--- config.mk ---
export PLATFORM = sky130hd
export DESIGN_NAME = iasc_top
export DESIGN_NICKNAME = d
export VERILOG_FILES = /design/src/hw/iasc_pkg.sv /design/src/hw/iasc_chk_if.sv /design/src/hw/iasc_top.sv /design/src/hw/iasc_addr_chk.sv
export SDC_FILE = /design/constraint.sdc
export NUM_CORES = 1
export LEC_CHECK = 0
export BUFFER_PORTS_ARGS = -buffer_cell sky130_fd_sc_hd__buf_4
export CAP_MARGIN = 10
export CORE_MARGIN = 2
export CORE_UTILIZATION = 60
export CTS_BUF_LIST = sky130_fd_sc_hd__clkbuf_8
export CTS_CLUSTER_SIZE = 40
export DETAILED_ROUTE_END_ITERATION = 6
export PLACE_DENSITY = 0.9
export SYNTH_ARGS = -nofsm -noshare
export SYNTH_HDL_FRONTEND = slang
export SYNTH_SLANG_ARGS = --single-unit
export TNS_END_PERCENT = 20
--- constraint.sdc ---
create_clock -name clk -period 9.2 [get_ports clk]
set_clock_uncertainty 0.05 [all_clocks]
set_input_delay 2.76 -clock clk [delete_from_list [all_inputs] [get_ports clk]]
set_output_delay 2.76 -clock clk [all_outputs]
set_load 0.01 [all_outputs]
--- src/hw/iasc_pkg.sv ---
// shared constants, register map and field layout of the address size checks
package iasc_pkg;

  // implementation address widths, in bits
  localparam logic [5:0]  UPW_BITS    = 6'h31;
  localparam logic [5:0]  IPW_BITS    = 6'h28;
  localparam logic [5:0]  OPW_BITS    = 6'h28;
  localparam logic [5:0]  VA32_BITS   = 6'h20;
  localparam logic [5:0]  ADDR_MAX    = 6'h30;
  localparam logic        S1_SUPP     = 1'b1;
  localparam logic        S2_SUPP     = 1'b1;
  // bit g set when granule g (0 4KB, 1 16KB, 2 64KB) is built in
  localparam logic [3:0]  GRAN_SUPP   = 4'h5;
  // secure invalidate-all also drops secure hypervisor entries
  localparam logic        INV_SEC_HYP = 1'b1;

  localparam logic [5:0]  IPW_CAP     = (IPW_BITS > ADDR_MAX) ? ADDR_MAX : IPW_BITS;
  localparam logic [5:0]  OPW_CAP     = (OPW_BITS > ADDR_MAX) ? ADDR_MAX : OPW_BITS;
  localparam logic [5:0]  IPW_RPT     = S2_SUPP ? IPW_CAP : OPW_CAP;
  localparam logic [5:0]  OPW_RPT     = OPW_CAP;
  localparam logic [5:0]  UPW_RPT     = S1_SUPP ? UPW_BITS : IPW_RPT;
  localparam logic [31:0] SIZE_ID_VAL = {9'h000, GRAN_SUPP[2:0], S2_SUPP, S1_SUPP,
                                         OPW_RPT, IPW_RPT, UPW_RPT};
  localparam logic [47:0] OPW_MASK    = 48'hffffffffffff >> (ADDR_MAX - OPW_RPT);

  // register byte offsets
  localparam logic [11:0] OFS_SIZE_ID = 12'h000;
  localparam logic [11:0] OFS_CTX     = 12'h004;
  localparam logic [11:0] OFS_S2CR    = 12'h008;
  localparam logic [11:0] OFS_CBAR    = 12'h00c;
  localparam logic [11:0] OFS_TCR     = 12'h010;
  localparam logic [11:0] OFS_TCR2    = 12'h014;
  localparam logic [11:0] OFS_TLB     = 12'h018;
  localparam logic [11:0] OFS_STAT    = 12'h01c;

  // field positions
  localparam int unsigned CC_TYPE     = 0;
  localparam int unsigned CC_HYP      = 2;
  localparam int unsigned CC_SEC      = 3;
  localparam int unsigned CC_SHORT    = 4;
  localparam int unsigned CC_VA64     = 5;
  localparam int unsigned CC_EN       = 6;
  localparam int unsigned CC_UCM      = 7;
  localparam int unsigned CC_SFC      = 8;
  localparam int unsigned SC_INSTOVR  = 0;
  localparam int unsigned SC_TROVR    = 1;
  localparam int unsigned SC_TRVAL    = 2;
  localparam int unsigned CB_ATTR     = 0;
  localparam int unsigned CB_MCID     = 8;
  localparam int unsigned TC_WD0      = 0;
  localparam int unsigned TC_NSCFG    = 1;
  localparam int unsigned TC_PA       = 2;
  localparam int unsigned TC_GRAN     = 8;
  localparam int unsigned T2_NSCFG    = 0;
  localparam int unsigned T2_PA       = 1;
  localparam int unsigned TLB_INV     = 0;

  // reset values
  localparam logic [8:0]  CC_RST      = 9'h000;
  localparam logic [2:0]  SC_RST      = 3'h0;
  localparam logic [15:0] CB_RST      = 16'h0000;
  localparam logic [9:0]  TC_RST      = 10'h0c0;
  localparam logic [6:0]  T2_RST      = 7'h60;

  // fault codes, lowest number wins
  localparam logic [2:0]  FLT_NONE    = 3'h0;
  localparam logic [2:0]  FLT_CMO     = 3'h1;
  localparam logic [2:0]  FLT_VA      = 3'h2;
  localparam logic [2:0]  FLT_WALK    = 3'h3;
  localparam logic [2:0]  FLT_GRAN    = 3'h4;
  localparam logic [2:0]  FLT_IPA     = 3'h5;
  localparam logic [2:0]  FLT_PA      = 3'h6;
  localparam logic [2:0]  FLT_SFC     = 3'h7;

  // stages performed: bit0 stage 1, bit1 stage 2
  localparam logic [1:0]  STG_NONE    = 2'h0;
  localparam logic [1:0]  STG_S1      = 2'h1;
  localparam logic [1:0]  STG_S2      = 2'h2;
  localparam logic [1:0]  STG_BOTH    = 2'h3;

  typedef enum logic [1:0] {CTX_S1_BYP, CTX_NESTED, CTX_IPA_S2, CTX_BYPASS} iasc_ctx_t;

  function automatic logic [5:0] min6(input logic [5:0] a, input logic [5:0] b);
    min6 = (a < b) ? a : b;
  endfunction

endpackage

--- src/hw/iasc_chk_if.sv ---
// address and width limits passed to the width checker
`timescale 1ns/1ps
`default_nettype none
interface iasc_chk_if;
  logic [48:0] addr;
  logic [5:0]  va_lim;
  logic [5:0]  ipa_lim;
  logic [5:0]  pa_lim;
  logic        over_va;
  logic        over_ipa;
  logic        over_pa;
  modport chk  (input addr, va_lim, ipa_lim, pa_lim, output over_va, over_ipa, over_pa);
  modport user (output addr, va_lim, ipa_lim, pa_lim, input over_va, over_ipa, over_pa);
endinterface
`default_nettype wire

--- src/hw/iasc_top.sv ---
// address size and attribute checks with their apb register file
`timescale 1ns/1ps
`default_nettype none
module iasc_top (
  // clock and reset
  input  wire logic        clk,
  input  wire logic        rst_n,
  // apb slave
  input  wire logic        psel,
  input  wire logic        penable,
  input  wire logic        pwrite,
  input  wire logic [11:0] paddr,
  input  wire logic [31:0] pwdata,
  output var  logic        pready,
  output var  logic [31:0] prdata,
  output var  logic        pslverr,
  // upstream transaction
  input  wire logic        req_valid,
  input  wire logic [48:0] req_addr,
  input  wire logic        req_instr,
  input  wire logic        req_transient,
  input  wire logic        req_ns,
  input  wire logic        req_walk,
  input  wire logic        req_cmo,
  input  wire logic        req_unpriv,
  input  wire logic [7:0]  req_attr,
  // downstream result
  output logic             rsp_valid_ff,
  output logic [47:0]      rsp_addr_ff,
  output logic             rsp_fault_ff,
  output logic [2:0]       rsp_fault_code_ff,
  output logic [7:0]       rsp_attr_ff,
  output logic             rsp_transient_ff,
  output logic             rsp_instr_ff,
  output logic [7:0]       rsp_mcid_ff,
  output logic             rsp_walk_ns_ff,
  output logic [1:0]       rsp_stages_ff
);

  // registers
  logic [8:0]  ctx_cfg_ff;
  logic [2:0]  s2cr_ff;
  logic [15:0] cbar_ff;
  logic [9:0]  tcr_ff;
  logic [6:0]  tcr2_ff;
  logic [3:0]  tlb_vld_ff;
  logic [3:0]  tlb_sec_ff;
  logic [3:0]  tlb_hyp_ff;
  logic [1:0]  tlb_ptr_ff;
  logic [2:0]  last_flt_ff;

  // apb decode
  wire logic apb_acc  = psel & penable;
  wire logic apb_wr   = apb_acc & pready & pwrite;
  wire logic hit_id   = paddr == iasc_pkg::OFS_SIZE_ID;
  wire logic hit_ctx  = paddr == iasc_pkg::OFS_CTX;
  wire logic hit_s2cr = paddr == iasc_pkg::OFS_S2CR;
  wire logic hit_cbar = paddr == iasc_pkg::OFS_CBAR;
  wire logic hit_tcr  = paddr == iasc_pkg::OFS_TCR;
  wire logic hit_tcr2 = paddr == iasc_pkg::OFS_TCR2;
  wire logic hit_tlb  = paddr == iasc_pkg::OFS_TLB;
  wire logic hit_stat = paddr == iasc_pkg::OFS_STAT;
  wire logic hit_any  = hit_id | hit_ctx | hit_s2cr | hit_cbar | hit_tcr | hit_tcr2 |
                        hit_tlb | hit_stat;

  wire logic [31:0] stat_val = {17'h00000, tlb_hyp_ff, tlb_sec_ff, tlb_vld_ff, last_flt_ff};
  wire logic [31:0] rd_mux   = hit_id   ? iasc_pkg::SIZE_ID_VAL :
                               hit_ctx  ? {23'h000000, ctx_cfg_ff} :
                               hit_s2cr ? {29'h00000000, s2cr_ff} :
                               hit_cbar ? {16'h0000, cbar_ff} :
                               hit_tcr  ? {22'h000000, tcr_ff} :
                               hit_tcr2 ? {25'h0000000, tcr2_ff} :
                               hit_stat ? stat_val : 32'h00000000;

  // one wait state: pready rises in the second access cycle
  always_ff @(posedge clk or negedge rst_n) begin
    if (!rst_n) begin
      pready  <= 1'b0;
      prdata  <= 32'h00000000;
      pslverr <= 1'b0;
    end else begin
      pready  <= apb_acc & ~pready;
      prdata  <= (apb_acc & ~pready & ~pwrite) ? rd_mux : 32'h00000000;
      pslverr <= apb_acc & ~pready & ~hit_any;
    end
  end

  always_ff @(posedge clk or negedge rst_n) begin
    if (!rst_n) begin
      ctx_cfg_ff <= iasc_pkg::CC_RST;
      s2cr_ff    <= iasc_pkg::SC_RST;
      cbar_ff    <= iasc_pkg::CB_RST;
      tcr_ff     <= iasc_pkg::TC_RST;
      tcr2_ff    <= iasc_pkg::T2_RST;
    end else begin
      if (apb_wr & hit_ctx) begin
        ctx_cfg_ff <= pwdata[8:0];
      end
      if (apb_wr & hit_s2cr) begin
        s2cr_ff <= pwdata[2:0];
      end
      if (apb_wr & hit_cbar) begin
        cbar_ff <= pwdata[15:0];
      end
      if (apb_wr & hit_tcr) begin
        tcr_ff <= pwdata[9:0];
      end
      if (apb_wr & hit_tcr2) begin
        tcr2_ff <= pwdata[6:0];
      end
    end
  end

  // configuration fields
  iasc_pkg::iasc_ctx_t ctx_type;
  assign ctx_type = iasc_pkg::iasc_ctx_t'(ctx_cfg_ff[iasc_pkg::CC_TYPE +: 2]);
  wire logic       ctx_hyp   = ctx_cfg_ff[iasc_pkg::CC_HYP];
  wire logic       ctx_sec   = ctx_cfg_ff[iasc_pkg::CC_SEC];
  wire logic       ctx_short = ctx_cfg_ff[iasc_pkg::CC_SHORT];
  wire logic       ctx_va64  = ctx_cfg_ff[iasc_pkg::CC_VA64];
  wire logic       ctx_en    = ctx_cfg_ff[iasc_pkg::CC_EN];
  wire logic       ctx_ucm   = ctx_cfg_ff[iasc_pkg::CC_UCM];
  wire logic       ctx_sfc   = ctx_cfg_ff[iasc_pkg::CC_SFC];
  wire logic       instr_ovr = s2cr_ff[iasc_pkg::SC_INSTOVR];
  wire logic [7:0] cb_attr   = cbar_ff[iasc_pkg::CB_ATTR +: 8];
  wire logic [7:0] cb_mcid   = cbar_ff[iasc_pkg::CB_MCID +: 8];
  wire logic [1:0] gran      = tcr_ff[iasc_pkg::TC_GRAN +: 2];
  wire logic       is_s1byp  = ctx_type == iasc_pkg::CTX_S1_BYP;
  wire logic       is_ipa    = ctx_type == iasc_pkg::CTX_IPA_S2;
  wire logic       is_s1     = is_s1byp | (ctx_type == iasc_pkg::CTX_NESTED);
  wire logic       translating = ctx_en & (ctx_type != iasc_pkg::CTX_BYPASS);

  // limits
  // register width selects range
  wire logic [5:0] va_lim  = ctx_va64 ? iasc_pkg::UPW_RPT :
                             iasc_pkg::min6(iasc_pkg::UPW_RPT, iasc_pkg::VA32_BITS);
  wire logic [5:0] ipa_lim = is_s1byp ?
                             iasc_pkg::min6(iasc_pkg::IPW_RPT, iasc_pkg::OPW_RPT) :
                             iasc_pkg::IPW_RPT;
  wire logic [5:0] pa_src  = is_ipa ? tcr_ff[iasc_pkg::TC_PA +: 6] : tcr2_ff[iasc_pkg::T2_PA +: 6];
  wire logic [5:0] pa_lim  = iasc_pkg::min6(iasc_pkg::OPW_RPT, pa_src);

  iasc_chk_if ck ();

  assign ck.addr    = req_addr;
  assign ck.va_lim  = va_lim;
  assign ck.ipa_lim = ipa_lim;
  assign ck.pa_lim  = pa_lim;

  iasc_addr_chk u_chk (
    .ck (ck)
  );

  // fault terms
  // instruction override
  wire logic instr_eff = req_instr & ~instr_ovr;
  wire logic sfc_hit   = ctx_sfc & ctx_sec & instr_eff & req_ns;
  wire logic cmo_flt   = req_cmo & req_unpriv & ~ctx_ucm;
  wire logic va_flt    = translating & ~is_ipa & ck.over_va;
  // base 0 walks disabled, hypervisor too
  wire logic sel_base1 = ctx_va64 & req_addr[48];
  wire logic wd_flt    = translating & is_s1 & tcr_ff[iasc_pkg::TC_WD0] & ~sel_base1;
  wire logic gran_flt  = translating & ~iasc_pkg::GRAN_SUPP[gran];
  wire logic ipa_flt   = translating & ck.over_ipa;
  wire logic pa_flt    = translating & ck.over_pa;

  wire logic [2:0] flt_code = cmo_flt  ? iasc_pkg::FLT_CMO :
                              va_flt   ? iasc_pkg::FLT_VA :
                              wd_flt   ? iasc_pkg::FLT_WALK :
                              gran_flt ? iasc_pkg::FLT_GRAN :
                              ipa_flt  ? iasc_pkg::FLT_IPA :
                              pa_flt   ? iasc_pkg::FLT_PA :
                              sfc_hit  ? iasc_pkg::FLT_SFC : iasc_pkg::FLT_NONE;
  wire logic       flt_any  = flt_code != iasc_pkg::FLT_NONE;

  // result fields
  // bypass truncation
  wire logic [47:0] nxt_addr = flt_any ? 48'h000000000000 :
                               translating ? req_addr[47:0] :
                               req_addr[47:0] & iasc_pkg::OPW_MASK;
  wire logic [7:0] nxt_attr  = (translating & is_s1byp) ? cb_attr : req_attr;
  wire logic nxt_trans = ctx_short & (s2cr_ff[iasc_pkg::SC_TROVR] ?
                                      s2cr_ff[iasc_pkg::SC_TRVAL] : req_transient);
  wire logic [7:0] nxt_mcid  = (~ctx_sec & ~ctx_hyp & (ctx_type != iasc_pkg::CTX_BYPASS)) ?
                               cb_mcid : 8'h00;
  // walk security from tcr or tcr2
  wire logic walk_cfg = ctx_va64 ? tcr2_ff[iasc_pkg::T2_NSCFG] : tcr_ff[iasc_pkg::TC_NSCFG];
  wire logic nxt_wns  = req_walk ? (ctx_sec ? walk_cfg : 1'b1) : req_ns;
  // ipa space is stage 2 alone
  wire logic [1:0] nxt_stg = ~translating ? iasc_pkg::STG_NONE :
                             is_ipa   ? iasc_pkg::STG_S2 :
                             is_s1byp ? iasc_pkg::STG_S1 : iasc_pkg::STG_BOTH;

  always_ff @(posedge clk or negedge rst_n) begin
    if (!rst_n) begin
      rsp_valid_ff      <= 1'b0;
      rsp_fault_ff      <= 1'b0;
      rsp_fault_code_ff <= iasc_pkg::FLT_NONE;
      rsp_addr_ff       <= 48'h000000000000;
      rsp_attr_ff       <= 8'h00;
      rsp_transient_ff  <= 1'b0;
    end else begin
      rsp_valid_ff      <= req_valid;
      rsp_fault_ff      <= req_valid & flt_any;
      rsp_fault_code_ff <= req_valid ? flt_code : iasc_pkg::FLT_NONE;
      rsp_addr_ff       <= nxt_addr;
      rsp_attr_ff       <= nxt_attr;
      rsp_transient_ff  <= nxt_trans;
    end
  end

  always_ff @(posedge clk or negedge rst_n) begin
    if (!rst_n) begin
      rsp_instr_ff   <= 1'b0;
      rsp_mcid_ff    <= 8'h00;
      rsp_walk_ns_ff <= 1'b0;
      rsp_stages_ff  <= iasc_pkg::STG_NONE;
    end else begin
      rsp_instr_ff   <= instr_eff;
      rsp_mcid_ff    <= nxt_mcid;
      rsp_walk_ns_ff <= nxt_wns;
      rsp_stages_ff  <= nxt_stg;
    end
  end

  // tlb entry tags: allocation wins over a same-cycle invalidate
  wire logic       stlb_inv = apb_wr & hit_tlb & pwdata[iasc_pkg::TLB_INV];
  wire logic       alloc    = req_valid & translating & ~flt_any;
  wire logic [3:0] alloc_oh = alloc ? (4'h1 << tlb_ptr_ff) : 4'h0;
  wire logic [3:0] inv_mask = stlb_inv ?
                              (tlb_sec_ff & (iasc_pkg::INV_SEC_HYP ? 4'hf : ~tlb_hyp_ff)) :
                              4'h0;
  wire logic [3:0] nxt_vld  = (tlb_vld_ff & ~inv_mask) | alloc_oh;
  wire logic [3:0] nxt_sec  = (tlb_sec_ff & ~alloc_oh) | (ctx_sec ? alloc_oh : 4'h0);
  wire logic [3:0] nxt_hyp  = (tlb_hyp_ff & ~alloc_oh) | (ctx_hyp ? alloc_oh : 4'h0);

  always_ff @(posedge clk or negedge rst_n) begin
    if (!rst_n) begin
      tlb_vld_ff  <= 4'h0;
      tlb_sec_ff  <= 4'h0;
      tlb_hyp_ff  <= 4'h0;
      tlb_ptr_ff  <= 2'h0;
      last_flt_ff <= iasc_pkg::FLT_NONE;
    end else begin
      tlb_vld_ff  <= nxt_vld;
      tlb_sec_ff  <= nxt_sec;
      tlb_hyp_ff  <= nxt_hyp;
      tlb_ptr_ff  <= tlb_ptr_ff + {1'b0, alloc};
      last_flt_ff <= req_valid ? flt_code : last_flt_ff;
    end
  end
endmodule
`default_nettype wire

--- src/hw/iasc_addr_chk.sv ---
// address width checker for the upstream, intermediate and output stages
`timescale 1ns/1ps
`default_nettype none
module iasc_addr_chk (
  // limits and results
  iasc_chk_if.chk ck
);

  function automatic logic exceeds(input logic [48:0] a, input logic [5:0] w);
    exceeds = (a >> w) != 49'h0;
  endfunction

  assign ck.over_va  = exceeds(ck.addr, ck.va_lim);
  assign ck.over_ipa = exceeds(ck.addr, ck.ipa_lim);
  assign ck.over_pa  = exceeds(ck.addr, ck.pa_lim);

endmodule
`default_nettype wire

==> results of run 1 <==
cell usage after synthesis (all sizes together), types with 3 or more instances:
| library cell | instances | area share [%] |
|---|---|---|
| a2111oi | 8 | 0.85 |
| a211oi | 37 | 3.3 |
| a21boi | 3 | 0.25 |
| a21o | 3 | 0.25 |
| a21oi | 46 | 2.8 |
| a221o | 3 | 0.33 |
| a221oi | 10 | 0.97 |
| a222oi | 6 | 0.67 |
| a22o | 4 | 0.39 |
| a22oi | 34 | 2.8 |
| a2bb2oi | 3 | 0.29 |
| a311oi | 3 | 0.29 |
| a31oi | 9 | 0.63 |
| a32oi | 9 | 0.88 |
| and2 | 14 | 0.97 |
| and3 | 3 | 0.21 |
| buf | 50 | 3.5 |
| clkbuf | 19 | 0.79 |
| dfrtp | 151 | 42 |
| dfstp | 4 | 1.2 |
| inv | 55 | 2.3 |
| mux2 | 62 | 7.8 |
| mux2i | 35 | 4.0 |
| nand2 | 73 | 3.0 |
| nand2b | 10 | 0.70 |
| nand3 | 15 | 0.84 |
| nand3b | 3 | 0.25 |
| nand4 | 11 | 0.77 |
| nand4b | 4 | 0.39 |
| nor2 | 97 | 4.1 |
| nor2b | 6 | 0.42 |
| nor3 | 9 | 0.50 |
| nor4 | 12 | 0.84 |
| o2111ai | 5 | 0.49 |
| o211ai | 16 | 1.3 |
| o21ai | 35 | 2.0 |
| o221a | 3 | 0.38 |
| o221ai | 6 | 0.58 |
| o22ai | 9 | 0.63 |
| o311ai | 4 | 0.39 |
| o31ai | 5 | 0.57 |
| o32ai | 8 | 0.78 |
| or3 | 8 | 0.56 |
power by group through the flow:
stage | combinational [mW] | clock (mW) | sequential, mW
finish | 0.163 | 0.528 | 0.703
global route | 0.176 | 0.560 | 0.705
CTS | 0.160 | 0.532 | 0.703
floorplan | 0.0540 | 0 | 0.725
detailed placement | 0.160 | 0 | 0.716
global placement | 0.157 | 0 | 0.716
layout make-up:
class,count,area [µm²],share of cell area [%]
Inverter,55,206.4,1.886
Clock inverter,14,161.4,1.474
Tap cell,184,230.2,2.103
Clock buffer,17,234.0,2.137
Timing Repair Buffer,215,1622,14.81
Multi-Input combinational cell,676,4609,42.11
Sequential cell,155,3884,35.48
per-layer routing:
| layer | track usage, % | vias to the layer above | wire length, µm |
|---|---|---|---|
| met5 | 0 | - | 0 |
| met4 | 18.42 | 0 | 1358 |
| met3 | 12.27 | 137 | 4050 |
| met2 | 58.79 | 741 | 14230 |
| met1 | 54.03 | 4380 | 12290 |
| li1 | - | 3856 | - |
path summary, 6_finish.rpt:
path | startpoint | end | slack [ns] | depth (start not counted)
max | req_addr[15] | flop | 3.42 | 12
min | cbar_ff[15] | rsp_mcid_ff[7] | 0.47 | 1
max reg2reg | ctx_cfg_ff[0] | flop | 3.70 | 13
min reg2reg | cbar_ff[15] | rsp_mcid_ff[7] | 0.47 | 1
max in group asynchronous | rst_n | rsp_addr_ff[34] | 5.52 | 2
min in group asynchronous | rst_n | rsp_attr_ff[4] | 2.33 | 1
critical path, stage by stage:
cell       delay (ns)
buf_4            0.14
inv_1            0.13
a211oi_1         0.06
o32ai_1          0.29
o21ai_0          0.14
o21ai_1          0.28
a32oi_1          0.08
a2111oi_0        0.71
o22ai_1          0.26
o31ai_4          0.53
nand4b_1         0.35
mux2_2           0.36
logic make-up after synthesis:
family                     Yosys count  synth area share, %
AOI/OAI and AO/OA                  285                23.56
xor gates and xnor gates             1              0.09744
adders and majority gates            1               0.1392
buffers and inverters              124                6.541
DFF                                155                43.20
muxes                               99                12.33
other                                1              0.04171
and+or+nand+nor                    271                14.08
metrics by stage:
step | util [%] | total power [mW]
after floorplan | - | 0.7787
after global placement | 72.25 | 0.8728
after detailed placement | 72.25 | 0.8760
after CTS | 74.96 | 1.396
after global routing | 75.03 | 1.441
final | 75.03 | 1.393
state kept, by name, summed over array words and instances (netlist names), 2 cells and up, named ones only:
register           flops
s2cr_ff                3
rsp_addr_ff           48
tlb_vld_ff             4
tcr2_ff                7
rsp_mcid_ff            8
rsp_stages_ff          2
last_flt_ff            3
tcr_ff                10
tlb_ptr_ff             2
cbar_ff               16
ctx_cfg_ff             9
prdata                17
rsp_fault_code_ff      3
rsp_attr_ff            8
==> run metrics, run 1 <==
Non-Filler Instances=1,316; Hold Path Class=reg2reg; post-route cell area=10,950 µm²; Setup violations, final=0; Worst Setup Start Kind=input port; Crit path arrival time=6.10 ns; sequential power share=50.5%; leak pwr=5.071 nW; worst vdd ir=0.1344 mV; Req. time, crit path=9.51 ns; dpl cell area=10,540 µm²; post-synthesis cell count=937; P per Cell Area=127.3 nW/µm²; synth warn=0; initial antenna violation count=0; GR Util All Layers=39.79%; Post-CTS Resized=0; Clock transition at path regs=0.09 ns; H-tree level count=4; outcome=complete, no violations; #FFs+latches synth=155; Post-Place Setup Slack=3.075 ns; first-pass GRT wire length=49,360 µm; cell row count=44; clock latency on the worst-skew pair=0.48 ns; total number of vias=9,114; Synth Area per Inst=9.594 µm²; Final Hold Fails=0; Worst Tran Pin Value=1.285 ns; clock period minus worst slack=5.782 ns; # diodes=0; Slew Limit Fails=0; Die Ht=126.4 µm; Synth async-reset ratio=100.0%; Crit Path Category=in2reg; Layout area overhead=21.77%; Post-synth EDFFs=0; vias in the first global route=9,006; clk sinks=155; routed len/inst=24.27 µm; Logic pwr share=11.7%; # DRC=0; RSZ-0062 raised after global routing=no; number of port buffers=193; Final HPWL DP=21,940 µm; Setup TNS=0 ns; detailed-route wire length=31,930 µm; fraction of layout instances using a drive strength above 1=29.33%; Post-DRT Antenna Nets=0; GP Congestion=1.026; 1st-iter DRT viols=1,601; io pins=221; root buffer selected by CTS=clkbuf_8; # nets final=1,234; DRT Pass-1 Iters=6; # fillers=1,048; Worst setup EP type=flop; Sw Share=27.24%; sequential area share after synthesis=43.20%; Clk pwr share=37.9%; Post-CTS Setup Inserts=0; clock buffer depth=2; most frequent cells in the layout=buf_4 (213), dfrtp_1 (151), nor2_1 (97); Synth Flop Type=dfrtp_1; CTS Buf Count=17; synth unique cells=79; final worst slack=3.418 ns; Overflow after GRT=0; Max Freq=0.1729 GHz; commonest non-fill, non-tap cell in the layout=buf_4; post-synthesis instance area=8990 µm²; Max FO, Critical Path=9; WHS=0.4738 ns; largest net degree at the start of global routing=97; Starting Density=61.62%; hold_buf cts=0; P_int=1.014 mW; core footprint=14,590 µm²; fin crit share=62.85%; Cells after DPL=1,284; DR vias/cell=6.926; NetSw=0.3795 mW; maxcap violations=0; Die ar.=15,980 µm²; max_slew headroom=14.03%; die width=126.4 µm; CTS tree=built
Note: power is estimated with default switching activity, not from simulation.
==> run 2: changes to the inputs <==
--- a/config.mk
+++ b/config.mk
@@ -8,11 +8,11 @@
 export BUFFER_PORTS_ARGS = -buffer_cell sky130_fd_sc_hd__buf_4
 export CAP_MARGIN = 10
 export CORE_MARGIN = 2
-export CORE_UTILIZATION = 60
+export CORE_UTILIZATION = 50
 export CTS_BUF_LIST = sky130_fd_sc_hd__clkbuf_8
 export CTS_CLUSTER_SIZE = 40
 export DETAILED_ROUTE_END_ITERATION = 6
-export PLACE_DENSITY = 0.9
+export PLACE_DENSITY = 0.81
 export SYNTH_ARGS = -nofsm -noshare
 export SYNTH_HDL_FRONTEND = slang
 export SYNTH_SLANG_ARGS = --single-unit
==> constraint.sdc (replaced) <==
create_clock -name clk -period 4.79 [get_ports clk]
set_clock_uncertainty 0.05 [all_clocks]
set_input_delay 1.437 -clock clk [delete_from_list [all_inputs] [get_ports clk]]
set_output_delay 1.437 -clock clk [all_outputs]
set_load 0.01 [all_outputs]
==> run metrics, run 2 (synthesis results as in run 1) <==
# diodes=0; outcome=complete, no violations; Worst setup EP type=flop; RSZ-0062 raised after global routing=no; WHS Path Cells=1; Final HPWL DP=22,730 µm; GP Congestion=0.9698; commonest non-fill, non-tap cell in the layout=buf_4; P per Cell Area=240.4 nW/µm²; Req. time, crit path=5.10 ns; H-tree level count=4; total number of vias=9,018; worst reg-to-reg setup slack=0.17 ns; Die Ht=138.1 µm; Max Freq=0.2166 GHz; initial antenna violation count=0; max_slew headroom=28.49%; vias in the first global route=8,660; Setup violations, final=0; worst vdd ir=0.1582 mV; Post-CTS Setup Inserts=0; Crit path arrival time=4.93 ns; hold_buf cts=0; first-pass GRT wire length=48,820 µm; cell row count=49; Max FO, Critical Path=21; DRT Pass-1 Iters=6; # fillers=1,548; 1st-iter DRT viols=1,116; WL met1=12,880 µm; routed len/inst=22.49 µm; GR Util All Layers=32.43%; fin crit share=96.38%; Clock transition at path regs=0.10 ns; WL met2=14,010 µm; Layout area overhead=26.08%; Largest register FFs=48; most frequent cells in the layout=buf_4 (249), dfrtp_1 (151), nor2_1 (97); CTS Buf Count=17; Final Hold Fails=0; clock buffer depth=2; root buffer selected by CTS=clkbuf_8; Reg with most FFs=rsp_addr_ff; leak pwr=5.277 nW; clk sinks=155; Die ar.=19,070 µm²; Hold Startpoint=pready; final worst slack=0.1734 ns; Worst Setup Start Kind=flop; number of port buffers=193; uppermost layer routed=met4; largest net degree at the start of global routing=104; Slew Limit Fails=0; io pins=221; core footprint=17,780 µm²; CTS tree=built; # DRC=0; fraction of layout instances using a drive strength above 1=31.79%; Worst Tran Pin Value=1.066 ns; Overflow after GRT=0; launching point of the worst reg2reg path=ctx_cfg_ff[0]; Hold Path Class=reg2reg; DR vias/cell=6.446; Hold Path End=pready; Starting Density=50.56%; clock period minus worst slack=4.617 ns; detailed-route wire length=31,470 µm; clock latency on the worst-skew pair=0.48 ns; Post-DRT Antenna Nets=0; DR WL met3=3443 µm; top flop regs=rsp_addr_ff: 48 flops, prdata: 17 flops, cbar_ff: 16 flops; R2R cell count=15; Crit Path Category=reg2reg; Setup TNS=0 ns; # nets final=1,271; maxcap violations=0; Post-CTS Resized=0; Post-Place Setup Slack=0.1385 ns; die width=138.1 µm
-- run 2: per-layer routing --
metal	up-vias	track usage, %
li1	3920	-
met1	4350	44.90
met2	657	49.01
met3	91	8.071
met4	0	13.48
met5	-	0
-- run 2: area by class of cell --
type	instances	area, µm²	area share, %
clock inverter	15	198.9	1.755
tap	229	286.5	2.528
multi-input combinational	676	4604	40.62
timing repair buffer	252	1921	16.94
clock buffer	17	234.0	2.064
sequential	155	3884	34.26
inverter	55	206.4	1.821
-- run 2: how the worst max path moves through the flow --
stage / end / start / depth (start not counted) / slack, ns
floorplan: tlb_ptr_ff[1] / req_addr[22] / 13 / 0.85
global placement: flop / req_addr[16] / 14 / 0.13
detailed placement: flop / req_addr[16] / 15 / 0.14
CTS: rsp_addr_ff[14] / ctx_cfg_ff[0] / 14 / 0.29
global route: rsp_addr_ff[35] / ctx_cfg_ff[0] / 15 / 0.0008
finish: flop / ctx_cfg_ff[0] / 15 / 0.17
-- run 2: critical path, cell delays in order (launching register included) --
cell and delay [ns]:
dfrtp_1 0.60, nand2b_1 0.21, buf_4 0.33, a21o_1 0.41
buf_4 0.24, o211ai_1 0.28, o22ai_1 0.22, a221oi_1 0.11
a2111oi_0 0.67, buf_4 0.21, o22ai_1 0.14, o31ai_4 0.33
buf_4 0.21, nand4b_1 0.17, buf_4 0.20, mux2i_1 0.11
-- run 2: power by group --
group	internal [mW]	switching, mW
sequential	1.34	0.0100
clock	0.452	0.611
combinational	0.138	0.174
-- run 2: through the flow --
step	cell area, µm²	instances	hold slack (ns)	power, mW	utilization [%]
2_1_floorplan	9057	955	0.3838	1.496	-
3_3_place_gp	10890	1367	0.4265	1.682	61.27
3_5_place_dp	10890	1367	0.4370	1.684	61.27
4_1_cts	11330	1399	0.4507	2.736	63.71
5_1_grt	11330	1399	0.4784	2.817	63.75
6_report	11330	1399	0.4473	2.725	63.75
